$ cat src/debug_link_slave_regs.svh
// constants for the debug link reply encoder
// assumes inclusion by bare name from the package and the design files
`ifndef DEBUG_LINK_SLAVE_REGS_SVH
`define DEBUG_LINK_SLAVE_REGS_SVH
`define SYNC_BYTE        8'h55
`define CMD_SET_GUARD    8'h84
`define CMD_HALT         8'h82
`define RSP_ACK          8'h40
`define RSP_NACK         8'h41
`define RSP_IDCODE       8'hc0
`define RSP_READ_DATA    8'hc1
`define RSP_MEM_STATUS   8'hc2
`define RSP_BAUD         8'hc3
`define RSP_STATUS_WORD  8'hc4
`define RSP_BUS_SPEED    8'hc5
`define ST_OK            8'h00
`define ST_BUSY          8'h01
`define ST_BUS_ERR       8'h02
`define GUARD_RST        2'h0
`define GUARD_BITS_0     8'h80
`define GUARD_BITS_1     8'h10
`define GUARD_BITS_2     8'h04
`define GUARD_BITS_3     8'h01
`define BIT_PROTECTED    8
`define BIT_BUS_BUSY     7
`define BIT_ERASE        6
`define BIT_HALTED       5
`define BIT_RESET_BY_DBG 0
`define IDCODE_DEFAULT   32'h0000_0001
`define BUF_DEPTH_LOG2   8
`endif

$ cat src/debug_link_slave_pkg.sv
// types shared by the reply encoder and its test bench
// assumes the constants header sits in the same folder
`include "debug_link_slave_regs.svh"
package debug_link_slave_pkg;
    typedef enum logic [2:0] {
        rsp_ack, rsp_nack, rsp_idcode, rsp_read_data,
        rsp_mem_status, rsp_baud, rsp_status_word, rsp_bus_speed
    } rsp_kind_t;

    typedef enum {
        st_idle, st_guard, st_sync, st_code, st_len_hi, st_len_lo,
        st_data, st_trail, st_crc_hi, st_crc_lo
    } tx_state_t;

    // one reply request from the command side
    typedef struct packed {
        rsp_kind_t   kind;
        logic [7:0]  status;
        logic [15:0] count;
        logic [15:0] data_len;
        logic [31:0] word;
    } rsp_req_t;

    // crc value handed in for the packet being sent
    typedef struct packed {
        logic [15:0] crc;
    } crc_t;
endpackage : debug_link_slave_pkg

$ cat src/read_data_buf.sv
// small memory that holds read data bytes for a read_data_reply
// assumes one writer and one reader on the same clock
`timescale 1ns/10ps
`include "debug_link_slave_regs.svh"
module read_data_buf (
    input  wire logic                         i_clk,
    input  wire logic                         i_we,
    input  wire logic [`BUF_DEPTH_LOG2-1:0]   i_waddr,
    input  wire logic [7:0]                   i_wdata,
    input  wire logic [`BUF_DEPTH_LOG2-1:0]   i_raddr,
    output logic      [7:0]                   o_rdata
);
    logic [7:0] mem [0:(1<<`BUF_DEPTH_LOG2)-1];

    // registered read, write port
    always_ff @(posedge i_clk) begin
        if (i_we) begin
            mem[i_waddr] <= i_wdata;
        end
        o_rdata <= mem[i_raddr];
    end
endmodule : read_data_buf

$ cat src/debug_link_slave.sv
// reply encoder of the single-pin debug link slave
// Summary of operation
// - wait guard time before replying
// - guard code selects 128/16/4/1 bits
// - guard command 0x84 answered ack/nack
// - ack 0x40 after good command
// - nack 0x41 on crc/unknown command
// - id reply 0xc0 carries id word
// - read reply 0xc1 data plus trailer
// - failed read still sends full length
// - sync, code, length, data, crc order
// - status 0 ok, 1 busy, 2 error
// - status reply after write, bad read
// - status reply 0xc2 three bytes
// - baud reply 0xc3 reports rate
// - status word 0xc4, reserved bits zero
// - bit 8 protected, one in reset
// - bit 7 internal bus busy
// - bit 6 until chip erase done
// - bit 5 halted, zero in reset
// - bit 0 debug-issued cpu reset
// - speed reply 0xc5 oscillator cycle count
// - protection restricts memory read/write
// - halt 0x82: 1 halts, 0 resets
// assumes the command side decodes packets and supplies the crc and bit period
// assumes the read buffer is filled before the data phase begins
// assumes device state inputs come from logic on this clock
// assumes the master takes bytes through the valid/ready pair
`timescale 1ns/10ps
`include "debug_link_slave_regs.svh"
module debug_link_slave
    import debug_link_slave_pkg::*;
(
    input  wire logic        i_clk,
    input  wire logic        i_rst,
    // command side
    input  wire logic        i_guard_wr,
    input  wire logic [7:0]  i_guard_code,
    input  wire logic        i_halt_wr,
    input  wire logic [7:0]  i_halt_arg,
    input  wire logic        i_mem_cmd,
    input  wire logic        i_mem_cmd_ok,
    input  wire logic        i_rd_we,
    input  wire logic [7:0]  i_rd_wdata,
    input  wire logic        i_req_valid,
    output logic             o_req_ready,
    input  rsp_req_t         i_req,
    input  crc_t             i_crc,
    input  wire logic [15:0] i_bit_period,
    input  wire logic [15:0] i_baud,
    input  wire logic [15:0] i_speed_count,
    // device state
    input  wire logic        i_dev_in_reset,
    input  wire logic        i_fuse_set,
    input  wire logic        i_bus_busy,
    input  wire logic        i_erase_busy,
    input  wire logic        i_cpu_halted,
    input  wire logic        i_dbg_reset,
    // outputs, and the byte ready input
    output logic             o_mem_allowed,
    output logic             o_halt_req,
    output logic             o_dev_reset_pulse,
    output logic [1:0]       o_guard_code,
    output logic [15:0]      o_status_word,
    output logic             o_byte_valid,
    output logic [7:0]       o_byte,
    input  wire logic        i_byte_ready,
    output logic             o_busy
);
    // whole module state, registered in one place
    typedef struct packed {
        tx_state_t                  state;
        logic [1:0]                 guard;
        logic [23:0]                gcnt;
        rsp_req_t                   req;
        logic [15:0]                crc;
        logic [15:0]                len;
        logic [15:0]                idx;
        logic [`BUF_DEPTH_LOG2-1:0] waddr;
        logic                       halt;
        logic                       rst_pulse;
        logic [7:0]                 byte_out;
        logic                       valid;
    } st_t;

    // registered state and its next value
    st_t s_r;
    st_t s_nxt;
    // combinational helpers
    logic [7:0]  buf_rdata;
    logic [15:0] status_word;
    logic [7:0]  guard_bits;
    logic [15:0] data_len;

    // read address comes from the next state, so the registered
    // read data line up with the byte loaded one cycle later
    read_data_buf u_buf (
        .i_clk   (i_clk),
        .i_we    (i_rd_we),
        .i_waddr (s_r.waddr),
        .i_wdata (i_rd_wdata),
        .i_raddr (s_nxt.idx[`BUF_DEPTH_LOG2-1:0]),
        .o_rdata (buf_rdata)
    );

    // status word assembly, reserved bits stay zero
    always_comb begin
        status_word = 16'h0000;
        // reserved bits zero
        // reset forces protection on and halted off
        // protected, forced in reset
        status_word[`BIT_PROTECTED] = i_fuse_set | i_dev_in_reset;
        status_word[`BIT_BUS_BUSY] = i_bus_busy;
        status_word[`BIT_ERASE] = i_erase_busy;
        status_word[`BIT_HALTED] = i_cpu_halted & ~i_dev_in_reset;
        status_word[`BIT_RESET_BY_DBG] = i_dbg_reset;
    end

    // guard length in bit periods
    always_comb begin
        case (s_r.guard)
            2'h0:    guard_bits = `GUARD_BITS_0;
            2'h1:    guard_bits = `GUARD_BITS_1;
            2'h2:    guard_bits = `GUARD_BITS_2;
            default: guard_bits = `GUARD_BITS_3;
        endcase
    end

    // data field length per reply kind
    always_comb begin
        case (i_req.kind)
            // id word is four bytes
            rsp_idcode:      data_len = 16'h0004;
            rsp_read_data:   data_len = i_req.data_len + 16'h0003;
            rsp_mem_status:  data_len = 16'h0003;
            // two-byte fields
            rsp_baud:        data_len = 16'h0002;
            rsp_status_word: data_len = 16'h0002;
            rsp_bus_speed:   data_len = 16'h0002;
            default:         data_len = 16'h0000;
        endcase
    end

    // next-state logic
    always_comb begin
        s_nxt = s_r;
        s_nxt.rst_pulse = 1'b0;
        // guard register, used from next reply
        if (i_guard_wr) begin
            s_nxt.guard = i_guard_code[1:0];
        end
        // other halt arguments leave the halt level alone
        // halt argument 1 halts, 0 releases and resets
        if (i_halt_wr) begin
            if (i_halt_arg == 8'h01) begin
                s_nxt.halt = 1'b1;
            end else if (i_halt_arg == 8'h00) begin
                s_nxt.halt = 1'b0;
                s_nxt.rst_pulse = 1'b1;
            end
        end
        // read buffer write pointer
        if (i_rd_we) begin
            s_nxt.waddr = s_r.waddr + 1'b1;
        end
        // a byte stays until the master takes it,
        // so a stall never drops or repeats one
        if (s_r.valid && i_byte_ready) begin
            s_nxt.valid = 1'b0;
        end
        case (s_r.state)
            // take a request, latch its fields and load the guard
            // count; a guard write now only affects the next reply
            st_idle: begin
                if (i_req_valid) begin
                    s_nxt.req = i_req;
                    s_nxt.crc = i_crc.crc;
                    s_nxt.len = data_len;
                    s_nxt.idx = 16'h0000;
                    s_nxt.waddr = '0;
                    s_nxt.gcnt = 24'(guard_bits) * 24'(i_bit_period);
                    s_nxt.state = st_guard;
                end
            end
            // count down the product of guard bits and bit period
            // hold off for guard time
            st_guard: begin
                if (s_r.gcnt <= 24'h000001) begin
                    s_nxt.state = st_sync;
                end else begin
                    s_nxt.gcnt = s_r.gcnt - 24'h000001;
                end
            end
            default: begin
                if (!s_r.valid || i_byte_ready) begin
                    s_nxt.valid = 1'b1;
                    case (s_r.state)
                        // sync byte opens every reply
                        st_sync: begin
                            s_nxt.byte_out = `SYNC_BYTE;
                            s_nxt.state = st_code;
                        end
                        // reply code from the request kind
                        st_code: begin
                            case (s_r.req.kind)
                                rsp_ack:         s_nxt.byte_out = `RSP_ACK;
                                rsp_nack:        s_nxt.byte_out = `RSP_NACK;
                                rsp_idcode:      s_nxt.byte_out = `RSP_IDCODE;
                                rsp_read_data:   s_nxt.byte_out = `RSP_READ_DATA;
                                rsp_mem_status:  s_nxt.byte_out = `RSP_MEM_STATUS;
                                rsp_baud:        s_nxt.byte_out = `RSP_BAUD;
                                rsp_status_word: s_nxt.byte_out = `RSP_STATUS_WORD;
                                default:         s_nxt.byte_out = `RSP_BUS_SPEED;
                            endcase
                            s_nxt.state = st_len_hi;
                        end
                        // length field, msb first
                        st_len_hi: begin
                            s_nxt.byte_out = s_r.len[15:8];
                            s_nxt.state = st_len_lo;
                        end
                        // then data, trailer or crc
                        st_len_lo: begin
                            s_nxt.byte_out = s_r.len[7:0];
                            if (s_r.len == 16'h0000) begin
                                s_nxt.state = st_crc_hi;
                            end else if (s_r.req.kind == rsp_read_data
                                         && s_r.req.data_len != 16'h0000) begin
                                s_nxt.state = st_data;
                            end else begin
                                s_nxt.state = st_trail;
                            end
                        end
                        // bytes after a bus error go out as buffered
                        // full length sent even after error
                        st_data: begin
                            s_nxt.byte_out = buf_rdata;
                            s_nxt.idx = s_r.idx + 16'h0001;
                            if (s_r.idx + 16'h0001 == s_r.req.data_len) begin
                                s_nxt.idx = 16'h0000;
                                s_nxt.state = st_trail;
                            end
                        end
                        // trailer or fixed-size data field
                        st_trail: begin
                            s_nxt.idx = s_r.idx + 16'h0001;
                            s_nxt.byte_out = 8'h00;
                            case (s_r.req.kind)
                                // id word, msb first
                                rsp_idcode: begin
                                    case (s_r.idx[1:0])
                                        2'h0:    s_nxt.byte_out = s_r.req.word[31:24];
                                        2'h1:    s_nxt.byte_out = s_r.req.word[23:16];
                                        2'h2:    s_nxt.byte_out = s_r.req.word[15:8];
                                        default: s_nxt.byte_out = s_r.req.word[7:0];
                                    endcase
                                end
                                // live 16-bit fields, msb first
                                rsp_baud: begin
                                    s_nxt.byte_out = s_r.idx[0] ? i_baud[7:0]
                                                                : i_baud[15:8];
                                end
                                rsp_status_word: begin
                                    s_nxt.byte_out = s_r.idx[0] ? status_word[7:0]
                                                                : status_word[15:8];
                                end
                                rsp_bus_speed: begin
                                    s_nxt.byte_out = s_r.idx[0] ? i_speed_count[7:0]
                                                                : i_speed_count[15:8];
                                end
                                default: begin
                                    // status byte then count msb first
                                    case (s_r.idx[1:0])
                                        2'h0:    s_nxt.byte_out = s_r.req.status;
                                        2'h1:    s_nxt.byte_out = s_r.req.count[15:8];
                                        default: s_nxt.byte_out = s_r.req.count[7:0];
                                    endcase
                                end
                            endcase
                            if (s_r.idx + 16'h0001 == (s_r.req.kind == rsp_read_data
                                    ? 16'h0003 : s_r.len)) begin
                                s_nxt.state = st_crc_hi;
                            end
                        end
                        // crc msb then lsb, back to idle
                        st_crc_hi: begin
                            s_nxt.byte_out = s_r.crc[15:8];
                            s_nxt.state = st_crc_lo;
                        end
                        st_crc_lo: begin
                            s_nxt.byte_out = s_r.crc[7:0];
                            s_nxt.state = st_idle;
                        end
                        // unused state codes fall back to idle
                        default: begin
                            s_nxt.state = st_idle;
                        end
                    endcase
                end
            end
        endcase
    end

    // state register
    always_ff @(posedge i_clk) begin
        if (i_rst) begin
            s_r       <= '0;
            s_r.state <= st_idle;
            s_r.guard <= `GUARD_RST;
        end else begin
            s_r <= s_nxt;
        end
    end

    // handshake and memory gate outputs
    assign o_req_ready       = (s_r.state == st_idle);
    assign o_mem_allowed     = ~(i_fuse_set | i_dev_in_reset);
    // registered control and data outputs, status word combinational
    assign o_halt_req        = s_r.halt;
    assign o_dev_reset_pulse = s_r.rst_pulse;
    assign o_guard_code      = s_r.guard;
    assign o_status_word     = status_word;
    assign o_byte_valid      = s_r.valid;
    assign o_byte            = s_r.byte_out;
    // busy until the last byte has been taken
    assign o_busy            = (s_r.state != st_idle) | s_r.valid;
endmodule : debug_link_slave

$ cat config.mk
export PLATFORM = sky130hd
export DESIGN_NAME = debug_link_slave
export DESIGN_NICKNAME = d
export VERILOG_FILES = /design/src/debug_link_slave_pkg.sv /design/src/read_data_buf.sv /design/src/debug_link_slave.sv
export VERILOG_INCLUDE_DIRS = /design/src
export SDC_FILE = /design/constraint.sdc
export NUM_CORES = 2
export LEC_CHECK = 0
export ABC_CLOCK_PERIOD_IN_PS = 11500
export BUFFER_PORTS_ARGS = -buffer_cell sky130_fd_sc_hd__buf_2
export CAP_MARGIN = 15
export CORE_ASPECT_RATIO = 1.75
export CORE_MARGIN = 2
export CORE_UTILIZATION = 60
export DETAILED_ROUTE_END_ITERATION = 10
export PLACE_DENSITY_LB_ADDON = 0.08
export SKIP_LAST_GASP = 1
export SYNTH_ARGS = -nofsm -noshare
export SYNTH_HDL_FRONTEND = slang
export SYNTH_HIERARCHICAL = 1
export SYNTH_SLANG_ARGS = --single-unit
$ cat constraint.sdc
create_clock -name i_clk -period 11.5 [get_ports i_clk]
set_input_delay 0.575 -clock i_clk [delete_from_list [all_inputs] [get_ports i_clk]]
set_output_delay 0.575 -clock i_clk [all_outputs]
set_load 0.005 [all_outputs]
[Word level (Yosys, flattened, before mapping)]
Memory sizes are Yosys's and may differ from the RTL's. A register that Yosys moved wholly into a read port is not among the register bits.
Cells that the tools add are included.
Word-level totals
  flip-flop bits (word level): 200
  bits in writable memories: 2048
  bits of input ports: 178
  output and inout bits: 32
  logic and storage cells: 130
  memories: 1
Operators by class
  add/subtract/negate cells: 4
  multiply operators: 1
  magnitude comparators: 1
  equality and inequality tests: 34
  multiplexer cells: 36
  bitwise gates (word level): 8
  reductions and logical operators: 28
Memories
  u_buf.mem: depth 256, width 8, read ports 1, clocked after Yosys merged registers in 1, write ports 1, line read_data_buf.sv:13  | logic [7:0] mem [0:(1<<`BUF_DEPTH_LOG2)-1];
Operator list (number)
  $pmux 32 s7: 1
  $mux 32: 5
  $mux 155: 1
  $eq 32x3->1 const B: 4
  $eq 32x2->1 const B: 2
  $eq 32x4->1 const B: 2
  $logic_not 32->1: 2
  $pmux 16 s2: 2
  $pmux 16 s4: 1
  $pmux 32 s2: 1
  $pmux 8 s8: 1
  $pmux 8 s7: 1
  $mux 16: 3
  $pmux 24 s2: 1
  $pmux 8 s3: 2
  $mux 8: 5
  $eq 16x16->1: 2
  $eq 32x1->1 const B: 1
  $pmux 8 s4: 1
  $reduce_bool 32->1: 1
  $eq 3x3->1 const B: 8
  $le 24x1->1 const B: 1
  $mul 8x16->24: 1
  $mux 24: 1
  other kinds (35): 62

[Depth between registers and ports, before layout]
  depth in word-level cells: 7
  depth in mapped cells: 22
  depth with buffers taken out: 18

[Modules after synthesis]
Netlist, hierarchy kept.
By module, submodules not included
  read_data_buf: times used 1, cells each 3733, area an instance 79556.3 µm², sequential area each 61659.1 µm²
  debug_link_slave: times used 1, cells each 1643, area an instance 12535.8 µm², sequential area each 3443.3 µm²

[Least setup slack after synthesis]
OpenSTA, ideal clock, no wires.
  path kind: register to register
  start: register s_r, in the netlist o_guard_code[0]
  end: register s_r[159] (netlist bit)
  library setup time: 0.117 ns
  arrival time: 4.669 ns
  data required time: 11.383 ns
  slack: 6.714 ns
  cell stages (with the launch flop): 20
  path buffers: 1
  clock period less this slack: 4.786 ns
  cells stage by stage: dfxtp_1 > nor2b_1 > clkbuf_1 > and2_1 > ha_1 > ha_1 > fa_1 > inv_1 > fa_1 > inv_1 > ha_1 > a211oi_1 > o211ai_1 > a2111oi_0 > o21bai_1 > o21ai_0 > xor2_1 > a21o_1 > a21oi_1 > nor3_1
Between the ends
  longest elaborated chain between the ends: 5
  elaborated cells between the ends (all ways): 7
  classes of those cells: mul (1); eq/ne (2); mux (3); reduce/logical (1)
RTL lines
  start, declared: line debug_link_slave.sv:87  | st_t s_r;
  start signal, assigned: line debug_link_slave.sv:311  | s_r <= s_nxt;
  $eq 2x2->1 (tied with other cells): line debug_link_slave.sv:121  | case (s_r.guard)
  $pmux 8 s3 (*): line debug_link_slave.sv:121
  $mul 8x16->24 (*): line debug_link_slave.sv:181  | s_nxt.gcnt = 24'(guard_bits) * 24'(i_bit_period);
  $mux 155 (*): line debug_link_slave.sv:175  | if (i_req_valid) begin
  $pmux 24 s2 (*): line debug_link_slave.sv:171  | case (s_r.state)
Every way passes the cells marked *; elsewhere a longest branch is shown, timed or not. The select of a mux whose other input is x is not followed.
A chain may end at the register's enable or synchronous reset.

==> impl_metrics.csv <==
group,metric,value,unit
synthesis,ys.warnings.count,6,
worst_setup_path,path_class,"register to register",
die,core,153000,µm²
layout,final_util,0.664,
sta,period_share,0.701,
die,io-pin-count,210,
routing,drc,0,
worst_setup_path,crit_path_end_kind,"register",
synthesis,synth_area_leaders,"edfxtp_1, mux4_2, dfxtp_1",
run,drv_cap,0,
sta,drv_slew,0,
synthesis,synth_seq_cells,2228,
worst_setup_path,cp_max_fo,78,
sta,holdWs,0.0468,ns
worst_setup_path,cpMaxStageDelayCell,"nor4_2",
place,dp_hpwl,152,mm
synthesis,synth_ff_type,"edfxtp_1",
sta,setup_violations,0,
sta,rsz0062_at_grt,"false",
layout,multi_input_area,24800,µm²
outcome,outcome,"finished, final reports clean",
routing,num_vias,50999,
synthesis,ys_top_cells_by_count,"edfxtp_1, mux4_2, nor2_1",
die,die_width,300,µm
clock_network,path_clk_slew,0.07,ns
place,portBuffers,190,
routing,routed_wl,237,mm
die,die_area,157000,µm²
worst_setup_path,cp.arrival,8.73,ns
routing,first_iter_violations,5000,
hold_path,hp-class,"input pin to register",
clock_network,cts-resized-gates,0,
worst_setup_path,worst_setup_path_start_kind,"register",
synthesis,syn_inst,5376,
worst_setup_path,critical-path-top-delay-family,"simple AND/OR/NAND/NOR gates",
layout,fillers,10395,
layout,layout-drive-gt1-share,0.186,
synthesis,synth_top_area_share,0.668,
worst_setup_path,crit_chain,"ha_1 -> nand4_1 -> nor4_4 -> xnor3_1 -> nand3_1 -> nand4bb_1 -> o21ai_2 -> buf_4 -> o21ai_4 -> buf_12 -> buf_12 -> mux4_2 -> nor2b_1 -> a211oi_1 -> nor2_1 -> nor4_2 -> nor4_2",
synthesis,synth_edf_count,2048,
routing,post_drt_wl_per_cell,30.5,µm
clock_network,cts_inserted_buffers,198,
layout,syn_to_final_growth,10.2,%
layout,nNetsFinal,5885,
synthesis,synth_most_common_cell,"edfxtp_1",
layout,stdcell_count,7764,
pwr,power.leakage,0.0318,µW
global_routing,grt_pass1_vias,51901,
synthesis,yosys.cell_types.count,99,
pwr,power_density,171,nW/µm²
sta,fmax,124,MHz
synthesis,mappedNetlistArea,92100,µm²
place,dpl.cell_count,7328,
clock_network,insertion_delay,0.83,ns
synthesis,synth_top_area_cell,"edfxtp_1",
sta,finalSetupTns,0,ns
global_routing,grt_usage,0.304,
worst_setup_path,crit_required,12.16,ns
clock_network,cts-htree-levels,4,
die,initial_core_util,0.602,
global_routing,grt_pass1_wl,344,mm
worst_setup_path,slowest_delay,1.04,ns
global_routing,antenna_found_initial,6,
sta,fin_crit,8.06,ns
routing,vias_per_cell,6.57,
pwr,peakVddDrop,0.158,mV
global_routing,gr-total-overflow,0,
worst_setup_path,path_buf_inv,3,
sta,relSlewSlack,0.136,
clock_network,numClockSinks,2228,
synthesis,async_reset_ff_frac,0,
die,die_h,522,µm
layout,ff_latch_area,65100,µm²
global_routing,grt_max_degree,134,
clock_network,clockBufferDepth,4,
pwr,power,17400,µW
routing,drtAntennaViolNets,0,
clock_network,root_buffer,"clkbuf_16",
sta,finalClockSkew,0.0426,ns
place,finalWeightedCongestion,0.964,
routing,drt-pass1-iter-count,6,
sta,tightest_slew,1.29,ns
sta,hold_viol_final,0,
synthesis,avgSynthCellArea,17.1,µm²
clock_network,cts_tree,"built",
die,rows,190,
synthesis,seq_area_frac_synth,0.707,
-- worst paths after layout --
path	start	endpoint	slack, ns	cells after the start
hold / removal	i_req[74]	s_r[141]	0.05	3
hold reg to reg	s_r[66]	s_r[66]	0.45	2
setup / recovery	s_r[20]	u_buf/o_rdata[2]	3.44	17
setup reg to reg	s_r[20]	u_buf/o_rdata[2]	3.44	17
-- routing by layer --
| layer | GRT usage | vias to the layer above | share of wire |
|---|---|---|---|
| li1 | - | 21862 | - |
| met1 | 0.354 | 26353 | 0.34 |
| met2 | 0.543 | 2178 | 0.53 |
| met3 | 0.0370 | 600 | 0.060 |
| met4 | 0.175 | 6 | 0.065 |
| met5 | 0 | - | 0.00019 |
-- through the flow --
step	worst slack [ns]	instance area, µm²
finish	3.44	101000
detailed placement	3.61	94600
global route	3.05	101000
floorplan	6.71	92100
global placement	3.64	94600
CTS	3.60	101000
-- kinds of logic (layout without fill, tap and decap cells) --
family / Yosys count / in the layout / synth area share
compound gates: 797 / 797 / 0.0575
xor+xnor: 61 / 61 / 0.00686
fa+ha+maj: 104 / 104 / 0.0160
buf+inv: 438 / 798 / 0.0256
flops: 2228 / 2228 / 0.707
mux: 621 / 621 / 0.130
other cells: 1 / 13 / 0.0000407
simple gates: 1126 / 1126 / 0.0573
-- worst min-delay path, stage by stage --
cell,delay (ns)
buf_2,0.13
nand2_1,0.06
a21oi_1,0.05
-- layout by cell type (no fill, tap or decap), drive strengths merged, types with 39 or more instances in the layout --
cell / count
o221ai: 51
and2: 61
dlygate4sd3: 88
nand3: 62
o22ai: 39
clkbuf: 245
clkinv: 85
o21ai: 93
nor3: 58
ha: 81
nor2b: 45
inv: 86
nand2: 326
mux2i: 157
nor4: 51
buf: 282
mux4: 457
a21oi: 256
nor2: 386
dfxtp: 180
a22oi: 151
edfxtp: 2048
-- sequential cells by signal, indices dropped and copies added (netlist names) --
signal	count
o_byte	8
o_halt_req	1
o_byte_valid	1
o_dev_reset_pulse	1
o_guard_code	2
u_buf/o_rdata	8
u_buf/mem	2048
s_r	159
-- where the power goes --
group,internal [µW],switching [µW]
clock,3380,2840
sequential,8970,138
combinational,795,1250
total,13100,4230
-- layout make-up --
cell class	count	area share
Tap cell	2016	0.0249
Inverter	78	0.00289
Multi-Input combinational cell	2720	0.245
Timing Repair Buffer	377	0.0273
Clock inverter	105	0.00681
Clock buffer	238	0.0518
Antenna cell	2	0.0000493
Sequential cell	2228	0.642
-- timing repair --
item,4_1_cts,5_1_grt
buffers inserted,0,0
hold endpoints to repair,89,0
hold buffers,88,0
No activity file was read; power rests on OpenSTA's default activity.
